### src/inc/lbs_cfg.svh
// timing constants of the lfps burst block, as times and clock counts
// assumes the local clock period below; least times round up
`ifndef LBS_CFG_SVH
`define LBS_CFG_SVH

`define LBS_CLK_NS 100
`define LBS_UP(t) (((t) + `LBS_CLK_NS - 1) / `LBS_CLK_NS)
`define LBS_DN(t) ((t) / `LBS_CLK_NS)

// transmit burst and repeat times in ns
`define LBS_POLL_BURST_NS 1000
`define LBS_POLL_REP_NS 10000
`define LBS_PING_MAX_NS 200
`define LBS_PING_MAX_ENH_NS 160
`define LBS_PING_REP_NS 200000000
`define LBS_WARM_NS 100000000
`define LBS_U1_MIN_NS 900
`define LBS_EXIT_MIN_NS 80000
`define LBS_MAX2MS_NS 2000000
`define LBS_U3_MAX_NS 10000000
// receive thresholds in ns
`define LBS_U1_DET_NS 300
`define LBS_POLL_MIN_NS 600
`define LBS_POLL_MAX_NS 1400

// clock counts
`define LBS_POLL_BURST_CYC `LBS_DN(`LBS_POLL_BURST_NS)
`define LBS_POLL_REP_CYC `LBS_DN(`LBS_POLL_REP_NS)
`define LBS_PING_CYC `LBS_DN(`LBS_PING_MAX_NS)
`define LBS_PING_ENH_CYC `LBS_DN(`LBS_PING_MAX_ENH_NS)
`define LBS_PING_REP_CYC `LBS_DN(`LBS_PING_REP_NS)
`define LBS_WARM_CYC `LBS_DN(`LBS_WARM_NS)
`define LBS_U1_MIN_CYC `LBS_UP(`LBS_U1_MIN_NS)
`define LBS_EXIT_MIN_CYC `LBS_UP(`LBS_EXIT_MIN_NS)
`define LBS_MAX2MS_CYC `LBS_DN(`LBS_MAX2MS_NS)
`define LBS_U3_MAX_CYC `LBS_DN(`LBS_U3_MAX_NS)
`define LBS_U1_DET_CYC `LBS_UP(`LBS_U1_DET_NS)
`define LBS_RX_POLL_MIN_CYC `LBS_UP(`LBS_POLL_MIN_NS)
`define LBS_RX_POLL_MAX_CYC `LBS_DN(`LBS_POLL_MAX_NS)
`define LBS_RX_PING_CYC `LBS_DN(`LBS_PING_MAX_NS)
`define LBS_RX_PING_ENH_CYC `LBS_DN(`LBS_PING_MAX_ENH_NS)

`endif

### src/inc/lbs_pkg.sv
// types of the lfps burst block
// assumes nothing of its surroundings
package lbs_pkg;

   typedef enum logic [1:0] {
      TX_IDLE = 2'b00,
      TX_BURST = 2'b01,
      TX_GAP = 2'b10
   } lbs_tx_state_t;

   typedef enum logic [2:0] {
      K_POLL = 3'b000,
      K_PING = 3'b001,
      K_WARM = 3'b010,
      K_U1 = 3'b011,
      K_U2 = 3'b100,
      K_LPBK = 3'b101,
      K_U3 = 3'b110
   } lbs_kind_t;

endpackage : lbs_pkg

### src/inc/lbs_evt_if.sv
// receive events passed from the classifier to the top
// assumes all signals are in the local clock domain
interface lbs_evt_if;
   logic ping;
   logic poll;
   logic u1Exit;
   logic longBurst;
   modport src (output ping, output poll, output u1Exit, output longBurst);
   modport snk (input ping, input poll, input u1Exit, input longBurst);
endinterface : lbs_evt_if

### src/rtl/lbs_top.sv
// lfps burst generator and classifier for one link port
// assumes an analog lfps oscillator gated by txLfps and a squelch
// detector giving rxLfps, both synchronous to ref_clk
//
// Contract
// - each sent lfps cycle has a 20-100 ns period, 20-80 ns at enhanced rate.
// - a burst is sent without gaps for its whole length.
// - repeating sequences send one burst per interval, idle in between.
// - message type is set by burst length on both send and receive.
// - polling bursts last 0.6-1.4 us and repeat every 6-14 us.
// - ping bursts last 40-200 ns, two or more cycles, every 160-240 ms.
// - at enhanced rate or two lanes the ping maximum drops to 160 ns.
// - a ping is recognised from its own burst, not from its interval.
// - warm reset is one continuous burst of 80-120 ms.
// - warm reset, exits and wakeup are single bursts without repeat.
// - a u1 exit burst lasts at least 900 ns and at most 2 ms.
// - a received u1 exit is recognised after 300 ns of lfps.
// - u2, loopback exit and u3 wakeup bursts last 80 us to 2 or 10 ms.
// - with two lanes only the configuration lane carries lfps.
// - during an exit handshake lfps continues until it is declared done.
`include "lbs_cfg.svh"
module lbs_top #(
   parameter int LANES = 2,                          // lane count
   parameter int CNT_W = 21,                         // burst counter width
   parameter int PING_REP_CYC = `LBS_PING_REP_CYC,   // ping interval
   parameter int WARM_CYC = `LBS_WARM_CYC,           // warm reset length
   parameter int MAX2MS_CYC = `LBS_MAX2MS_CYC,       // 2 ms exit limit
   parameter int U3_MAX_CYC = `LBS_U3_MAX_CYC        // wakeup limit
) (
   input wire logic ref_clk,                 // 10 MHz local clock
   input wire logic rst_n,                   // async reset, active low
   input wire logic reqValid,                // start request
   input wire lbs_pkg::lbs_kind_t reqKind,   // message to send
   output logic reqReady,                    // request taken when high
   input wire logic txStop,                  // handshake declared / stop
   input wire logic enhRate,                 // gen2 or two-lane design
   input wire logic rxLfps,                  // squelch detector level
   output logic [LANES-1:0] txLfps,          // lfps enable per lane
   output logic [LANES-1:0] txElecIdle,      // electrical idle per lane
   output logic periodSel,                   // 1: period within 80 ns
   output logic txDone,                      // sequence ended normally
   output logic txTimeout,                   // exit burst hit its limit
   output logic rxPing,                      // ping received
   output logic rxPoll,                      // polling burst received
   output logic rxU1Exit,                    // 300 ns of lfps received
   output logic rxLongBurst                  // 80 us of lfps received
);
   localparam logic [CNT_W-1:0] POLL_B = CNT_W'(`LBS_POLL_BURST_CYC);
   localparam logic [CNT_W-1:0] POLL_R = CNT_W'(`LBS_POLL_REP_CYC);
   localparam logic [CNT_W-1:0] PING_B = CNT_W'(`LBS_PING_CYC);
   localparam logic [CNT_W-1:0] PING_BE = CNT_W'(`LBS_PING_ENH_CYC);
   localparam logic [CNT_W-1:0] PING_R = CNT_W'(PING_REP_CYC);
   localparam logic [CNT_W-1:0] WARM = CNT_W'(WARM_CYC);
   localparam logic [CNT_W-1:0] U1_MIN = CNT_W'(`LBS_U1_MIN_CYC);
   localparam logic [CNT_W-1:0] EXIT_MIN = CNT_W'(`LBS_EXIT_MIN_CYC);
   localparam logic [CNT_W-1:0] MAX2MS = CNT_W'(MAX2MS_CYC);
   localparam logic [CNT_W-1:0] U3_MAX = CNT_W'(U3_MAX_CYC);

   lbs_pkg::lbs_tx_state_t stateReg, stateNext;
   lbs_pkg::lbs_kind_t kindReg, kindNext;
   logic [CNT_W-1:0] cntReg, cntNext;
   logic enhReg, enhNext;
   logic stopReg, stopNext;
   logic doneNext, toutNext, periodNext;
   logic burstOn, isRep, isExit;
   logic [CNT_W-1:0] burstLen, repLen, exitMin, exitMax;

   lbs_evt_if evt ();

   assign burstOn = (stateReg == lbs_pkg::TX_BURST);
   assign reqReady = (stateReg == lbs_pkg::TX_IDLE);

   // lengths selected by the message kind
   always_comb begin
      isRep = (kindReg == lbs_pkg::K_POLL) ||
              (kindReg == lbs_pkg::K_PING);
      isExit = (kindReg == lbs_pkg::K_U1) || (kindReg == lbs_pkg::K_U2) ||
               (kindReg == lbs_pkg::K_LPBK) || (kindReg == lbs_pkg::K_U3);
      burstLen = POLL_B;
      repLen = POLL_R;
      if (kindReg == lbs_pkg::K_PING) begin
         burstLen = enhReg ? PING_BE : PING_B;
         repLen = PING_R;
      end
      exitMin = (kindReg == lbs_pkg::K_U1) ? U1_MIN : EXIT_MIN;
      exitMax = (kindReg == lbs_pkg::K_U3) ? U3_MAX : MAX2MS;
   end

   // sequencer; cntReg counts from the start of each burst
   always_comb begin
      stateNext = stateReg;
      kindNext = kindReg;
      enhNext = enhReg;
      cntNext = cntReg;
      stopNext = stopReg;
      doneNext = 1'b0;
      toutNext = 1'b0;
      periodNext = enhRate;
      case (stateReg)
         lbs_pkg::TX_IDLE: begin
            if (reqValid) begin
               kindNext = reqKind;
               enhNext = enhRate;
               cntNext = '0;
               stopNext = 1'b0;
               stateNext = lbs_pkg::TX_BURST;
            end
         end
         lbs_pkg::TX_BURST: begin
            cntNext = cntReg + 1'b1;
            // a stop is remembered until the burst may end
            stopNext = stopReg | txStop;
            if (isRep) begin
               if (cntReg == burstLen - 1'b1) begin
                  stateNext = stopNext ? lbs_pkg::TX_IDLE : lbs_pkg::TX_GAP;
                  doneNext = stopNext;
               end
            end else if (kindReg == lbs_pkg::K_WARM) begin
               if (cntReg == WARM - 1'b1) begin
                  stateNext = lbs_pkg::TX_IDLE;
                  doneNext = 1'b1;
               end
            end else if (stopNext && cntReg >= exitMin - 1'b1) begin
               stateNext = lbs_pkg::TX_IDLE;
               doneNext = 1'b1;
            end else if (cntReg == exitMax - 1'b1) begin
               stateNext = lbs_pkg::TX_IDLE;
               toutNext = 1'b1;
            end
         end
         lbs_pkg::TX_GAP: begin
            cntNext = cntReg + 1'b1;
            if (txStop) begin
               stateNext = lbs_pkg::TX_IDLE;
               doneNext = 1'b1;
            end else if (cntReg == repLen - 1'b1) begin
               cntNext = '0;
               stateNext = lbs_pkg::TX_BURST;
            end
         end
         default: begin
            stateNext = lbs_pkg::TX_IDLE;
         end
      endcase
   end

   always_ff @(posedge ref_clk or negedge rst_n) begin
      if (!rst_n) begin
         stateReg <= lbs_pkg::TX_IDLE;
         kindReg <= lbs_pkg::K_POLL;
         enhReg <= 1'b0;
         cntReg <= '0;
         stopReg <= 1'b0;
         txDone <= 1'b0;
         txTimeout <= 1'b0;
         periodSel <= 1'b0;
      end else begin
         stateReg <= stateNext;
         kindReg <= kindNext;
         enhReg <= enhNext;
         cntReg <= cntNext;
         stopReg <= stopNext;
         txDone <= doneNext;
         txTimeout <= toutNext;
         periodSel <= periodNext;
      end
   end

   lbs_lane_drv #(
      .LANES(LANES)
   ) u_lane (
      .ref_clk(ref_clk),
      .rst_n(rst_n),
      .burstOn(burstOn),
      .laneLfps(txLfps),
      .laneIdle(txElecIdle)
   );

   lbs_rx_class #(
      .CNT_W(12)
   ) u_rx (
      .ref_clk(ref_clk),
      .rst_n(rst_n),
      .rxLfps(rxLfps),
      .enhRate(enhRate),
      .evt(evt)
   );

   assign rxPing = evt.ping;
   assign rxPoll = evt.poll;
   assign rxU1Exit = evt.u1Exit;
   assign rxLongBurst = evt.longBurst;

   // gap length helper, counts idle cycles since the last burst
   logic [CNT_W-1:0] gapLenReg;
   always_ff @(posedge ref_clk or negedge rst_n) begin
      if (!rst_n) begin
         gapLenReg <= '0;
      end else begin
         gapLenReg <= burstOn ? '0 : gapLenReg + 1'b1;
      end
   end
endmodule : lbs_top

### src/rtl/lbs_rx_class.sv
// lfps receive classifier: measures burst length, emits events
// assumes rxLfps is a clean synchronous squelch level
`include "lbs_cfg.svh"
module lbs_rx_class #(
   parameter int CNT_W = 10   // burst length counter width
) (
   input wire logic ref_clk,   // local clock
   input wire logic rst_n,     // async reset, active low
   input wire logic rxLfps,    // high while lfps is seen
   input wire logic enhRate,   // gen2 or two-lane operation
   lbs_evt_if.src evt          // one-cycle events
);
   localparam logic [CNT_W-1:0] U1_DET = CNT_W'(`LBS_U1_DET_CYC);
   localparam logic [CNT_W-1:0] LONG = CNT_W'(`LBS_EXIT_MIN_CYC);
   localparam logic [CNT_W-1:0] P_MIN = CNT_W'(`LBS_RX_POLL_MIN_CYC);
   localparam logic [CNT_W-1:0] P_MAX = CNT_W'(`LBS_RX_POLL_MAX_CYC);
   localparam logic [CNT_W-1:0] PG = CNT_W'(`LBS_RX_PING_CYC);
   localparam logic [CNT_W-1:0] PG_E = CNT_W'(`LBS_RX_PING_ENH_CYC);

   logic [CNT_W-1:0] lenReg, lenNext;
   logic pingNext, pollNext, u1Next, longNext;

   always_comb begin
      lenNext = lenReg;
      pingNext = 1'b0;
      pollNext = 1'b0;
      u1Next = 1'b0;
      longNext = 1'b0;
      if (rxLfps) begin
         if (lenReg != '1) begin
            lenNext = lenReg + 1'b1;
         end
         u1Next = (lenReg == U1_DET - 1'b1);
         longNext = (lenReg == LONG - 1'b1);
      end else begin
         lenNext = '0;
         // decided on this burst's length only
         pingNext = (lenReg != '0) &&
                    (lenReg <= (enhRate ? PG_E : PG));
         pollNext = (lenReg >= P_MIN) && (lenReg <= P_MAX);
      end
   end

   always_ff @(posedge ref_clk or negedge rst_n) begin
      if (!rst_n) begin
         lenReg <= '0;
         evt.ping <= 1'b0;
         evt.poll <= 1'b0;
         evt.u1Exit <= 1'b0;
         evt.longBurst <= 1'b0;
      end else begin
         lenReg <= lenNext;
         evt.ping <= pingNext;
         evt.poll <= pollNext;
         evt.u1Exit <= u1Next;
         evt.longBurst <= longNext;
      end
   end
endmodule : lbs_rx_class

### src/rtl/lbs_lane_drv.sv
// per-lane lfps transmit enables and electrical idle flags
// assumes lane 0 is the configuration lane
module lbs_lane_drv #(
   parameter int LANES = 2   // number of lanes, at least two
) (
   input wire logic ref_clk,             // local clock
   input wire logic rst_n,               // async reset, active low
   input wire logic burstOn,             // burst in progress
   output logic [LANES-1:0] laneLfps,    // lfps oscillator enable
   output logic [LANES-1:0] laneIdle     // electrical idle per lane
);
   logic [LANES-1:0] lfpsNext;

   for (genvar i = 0; i < LANES; i++) begin : g_lane
      if (i == 0) begin : g_cfg
         assign lfpsNext[i] = burstOn;
      end else begin : g_other
         assign lfpsNext[i] = 1'b0;
      end
   end

   always_ff @(posedge ref_clk or negedge rst_n) begin
      if (!rst_n) begin
         laneLfps <= '0;
      end else begin
         laneLfps <= lfpsNext;
      end
   end

   assign laneIdle = ~laneLfps;
endmodule : lbs_lane_drv

### config.mk
export PLATFORM = sky130hd
export DESIGN_NAME = lbs_top
export DESIGN_NICKNAME = d
export VERILOG_FILES = /design/src/inc/lbs_pkg.sv /design/src/inc/lbs_evt_if.sv /design/src/rtl/lbs_top.sv /design/src/rtl/lbs_rx_class.sv /design/src/rtl/lbs_lane_drv.sv
export VERILOG_INCLUDE_DIRS = /design/src /design/src/inc
export SDC_FILE = /design/constraint.sdc
export NUM_CORES = 1
export LEC_CHECK = 0
export BUFFER_PORTS_ARGS = -buffer_cell sky130_fd_sc_hd__buf_2
export CAP_MARGIN = 20
export CORE_MARGIN = 2
export CORE_UTILIZATION = 30
export DETAILED_ROUTE_END_ITERATION = 10
export PLACE_DENSITY = 0.46
export SETUP_SLACK_MARGIN = 0.5
export SLEW_MARGIN = 0
export SYNTH_ARGS = -nofsm -noshare
export SYNTH_HDL_FRONTEND = slang
export SYNTH_HIERARCHICAL = 1
export SYNTH_SLANG_ARGS = --single-unit
### constraint.sdc
create_clock -name ref_clk -period 2.5 [get_ports ref_clk]
set_input_delay 0.25 -clock ref_clk [delete_from_list [all_inputs] [get_ports ref_clk]]
set_output_delay 0.25 -clock ref_clk [all_outputs]
set_load 0.05 [all_outputs]
==> reports/metrics.sh <==
RUN_STATUS='complete, no violations'
AREA_GROWTH_PCT=26.8
FLOORPLAN.INITIALDENSITY_PCT=31.1
CLK_LATENCY_PS=310
CPMAXSTAGEDELAYCELL='or4_4'
MAX-VDD-IR-DROP_mV=0.653
POSTROUTEWIRELENGTH_MM=8.66
TIMING.HOLD.WS_PS=28.7
NUM_ROWS=37
SYNTH_EDF_COUNT=0
TIMING.FINAL.CRIT_SHARE_PCT=87.2
PLACE_WS_PS=260
IOS=21
DATA_REQUIRED_TIME_AT_THE_WORST_ENDPOINT_PS=2700
TIGHTEST_SLEW_PS=819
CHIPHEIGHT_UM=108
WORSTSETUPSTARTPOINTTYPE='register'
MOSTFREQUENTLAYOUTCELLS='dfrtp_1, buf_4, nor2_1, nand2_1, buf_2'
POWERDENSITY_nW_PER_UM2=746
CRITICAL_PATH_ARRIVAL_PS=2380
CTS.PATH.MAX_BUFFERS=2
GRT_REMAINING_OVERFLOW=0
GRT_PASS1_VIAS=2790
FIN_NETS=420
TIMING.CLOCK.SKEW_PS=9.96
CTS_MADE_BUFFERS=5
POST_DRT_WL_PER_CELL_UM=16.2
PLACED_CELL_AREA_SQ_UM=3470
FIN_TNS_SETUP_PS=0
PLACE_HPWL_MM=5.81
PORTBUFFERS=18
RR_WORST_DEPTH=6
SETUP_VIOL_COUNT_FINAL=0
INITIAL_ANTENNA_VIOLATION_COUNT=0
POST-ROUTE-UTIL_PCT=39.4
CTS.CLK_SLEW.WORST_PATHS_PS=90
PERIOD_NEEDED_PS=2180
FINAL_LAYOUT_SIZE_SUFFIX_GT1_SHARE_PCT=33.1
RSZ0062_AT_GRT='yes'
SYNTH_TOP_FLOP_CELL='dfrtp_1'
REG2REG_FROM='cntReg[12]'
CRITPATHKIND='register to register'
SYNTH.AREA.TOP_CELLS='dfrtp_1, ha_1, nor2_1'
SYNTHESIS.INSTANCES=350
GRTUSAGETOTAL_PCT=15.7
GPL.FINAL_WEIGHTED_CONGESTION=0.789
SYNTH.LIB_CELLS_USED.DISTINCT=74
HP-CLASS='input port to async pin'
CRITPATHMAXSTAGEDELAY_PS=580
VIA_COUNT=2834
DRT_ITER0_DRC=156
TIMING.CRITICAL_PATH.CELLS='or4_4 > nor4_4 > nand4bb_4 > a32oi_2 > o211ai_2 > a22o_1'
SYNTH_LARGEST_TYPE_AREA_FRACTION_PCT=37.3
SYNTH_NETS=372
LAYOUT.CELLS.MOST_COMMON='dfrtp_1'
FINAL_CELL_AREA_SQ_UM=4090
DRT_FIRST_PASS_ITERS=4
DIE_AREA_SQ_UM=11600
YOSYSWARNINGCOUNT=6
CTS_HOLD_REPAIR.BUFFERS=0
POSTSYNTHAREAPERCELL_SQ_UM=9.20
POST_SYNTH_INSTANCE_AREA_SQ_UM=3220
P_LEAK_nW=1.79
MAX_CAP_VIOLATIONS=0
PIN_COUNT_OF_THE_BIGGEST_NET_ENTERING_GLOBAL_ROUTING=34
YS_ASYNC_SR_FRACTION_PCT=100
CTS_TREE='done'
CRITICAL_PATH.REG2REG.ENDPOINT='stateReg[1]'
SLEW_VIOLATIONS=0
POSTROUTEANTENNANETS=0
SEQ_AREA_FRAC_SYNTH_PCT=37.3
HOLD_VIOLATIONS=0
NUM_ANTENNA_CELLS=0
CLOCK-SINKS=48
CRITPATHMAXFANOUT=3
FINAL.SETUP.WORST_SLACK_PS=319
FLOORPLAN.CORE_AREA_SQ_UM=10400
FMAX_MHz=458
CRITICAL_PATH.ENDPOINT_TYPE='register'
SLEW-LIMIT-HEADROOM_PCT=45.4
CLK_ROOT_BUFFER_CELL='clkbuf_8'
GRT_PASS1_WL_MM=14.4
HTREEDEPTH=2
NETLIST.TOP_CELL.BY_AREA='dfrtp_1'
ROUTE.DETAILED.DRC=0
DIE_W_UM=108
DETAIL_ROUTE.VIAS_PER_CELL=5.30
YS_SEQ_ELEMENTS=48
R2R_SLACK_PS=320
-- cell families after synthesis --
| logic type | share of synthesized area, % |
|---|---|
| AO/OA/AOI/OAI | 16.9 |
| multiplexers | 2.02 |
| other | 0.350 |
| flip-flops | 37.3 |
| AND/OR/NAND/NOR | 28.7 |
| adder cells (fa/ha/maj) | 5.05 |
| XOR/XNOR | 2.18 |
| buffers and inverters | 7.46 |
-- power breakdown --
group	internal, W	total [W]	leakage [nW]	switching, W
Clock	0.000302	0.000588	0.0583	0.000286
Sequential	0.000860	0.000930	0.643	0.0000697
Combinational	0.000675	0.00153	1.08	0.000857
Total	0.00184	0.00305	1.79	0.00121
-- how the worst max path moves through the flow --
stage / slack (ps) / end / depth (start not counted) / start
floorplan: 330 / stateReg[1] / 10 / kindReg[1]
global placement: 260 / txDone / 10 / kindReg[0]
detailed placement: 260 / txDone / 10 / kindReg[0]
CTS: 330 / stateReg[1] / 9 / kindReg[0]
global route: 180 / stateReg[0] / 10 / kindReg[1]
finish: 320 / stateReg[1] / 6 / cntReg[12]
-- synth_stat cells, types with 4 or more instances --
cell / n
nand3_1: 15
buf_6: 6
mux2_2: 4
nor4b_1: 4
nor2_1: 29
a31oi_1: 12
clkbuf_1: 7
inv_1: 18
and3_2: 5
o21ai_1: 4
nor3b_1: 5
nand2_1: 23
nand4_1: 9
nor3_1: 13
a21o_1: 7
xnor2_1: 6
o21ai_0: 15
ha_1: 13
a21oi_1: 10
dfrtp_1: 48
nor4_1: 7
-- state kept, by name (all words and copies together), names as in the netlist --
register,count
u_rx/lenReg,12
kindReg,3
u_lane/laneLfps,1
cntReg,21
stopReg,1
u_rx/evt.poll,1
periodSel,1
stateReg,2
enhReg,1
u_rx/evt.ping,1
u_rx/evt.longBurst,1
txDone,1
txTimeout,1
u_rx/evt.u1Exit,1
-- metal layers --
metal,vias up,track usage [%],wire (um)
met1,1369,21.3,4070
met5,-,0,0
met4,0,4.30,112
li1,1396,-,-
met3,13,2.78,266
met2,56,25.7,4210
-- critical path, delay by kind of cell (launching register included) --
kind               cells  cell delay, ps
and+or+nand+nor        3            1110
AOI/OAI and AO/OA      3             540
DFF                    1             420
-- through the flow --
step                      total power (W)  instances
after floorplan                   0.00184        350
after global placement            0.00206        500
after detailed placement          0.00207        500
after CTS                         0.00296        525
after global routing              0.00325        535
final                             0.00305        535
-- layout make-up --
cell class / instances / area (sq um)
Tap cell: 136 / 170
Clock inverter: 3 / 47.5
Multi-Input combinational cell: 265 / 2080
Clock buffer: 5 / 68.8
Timing Repair Buffer: 60 / 448
Sequential cell: 48 / 1200
Fill cell: 1051 / 6280
Inverter: 18 / 70.1
-- timing repair --
action | CTS | global route
buffers inserted | 14 | 10
setup endpoints to repair | 25 | 25
resized for setup | 37 | 27
pin swaps | 27 | 20
gates cloned | 3 | 0
No activity file was read; power rests on OpenSTA's default activity.
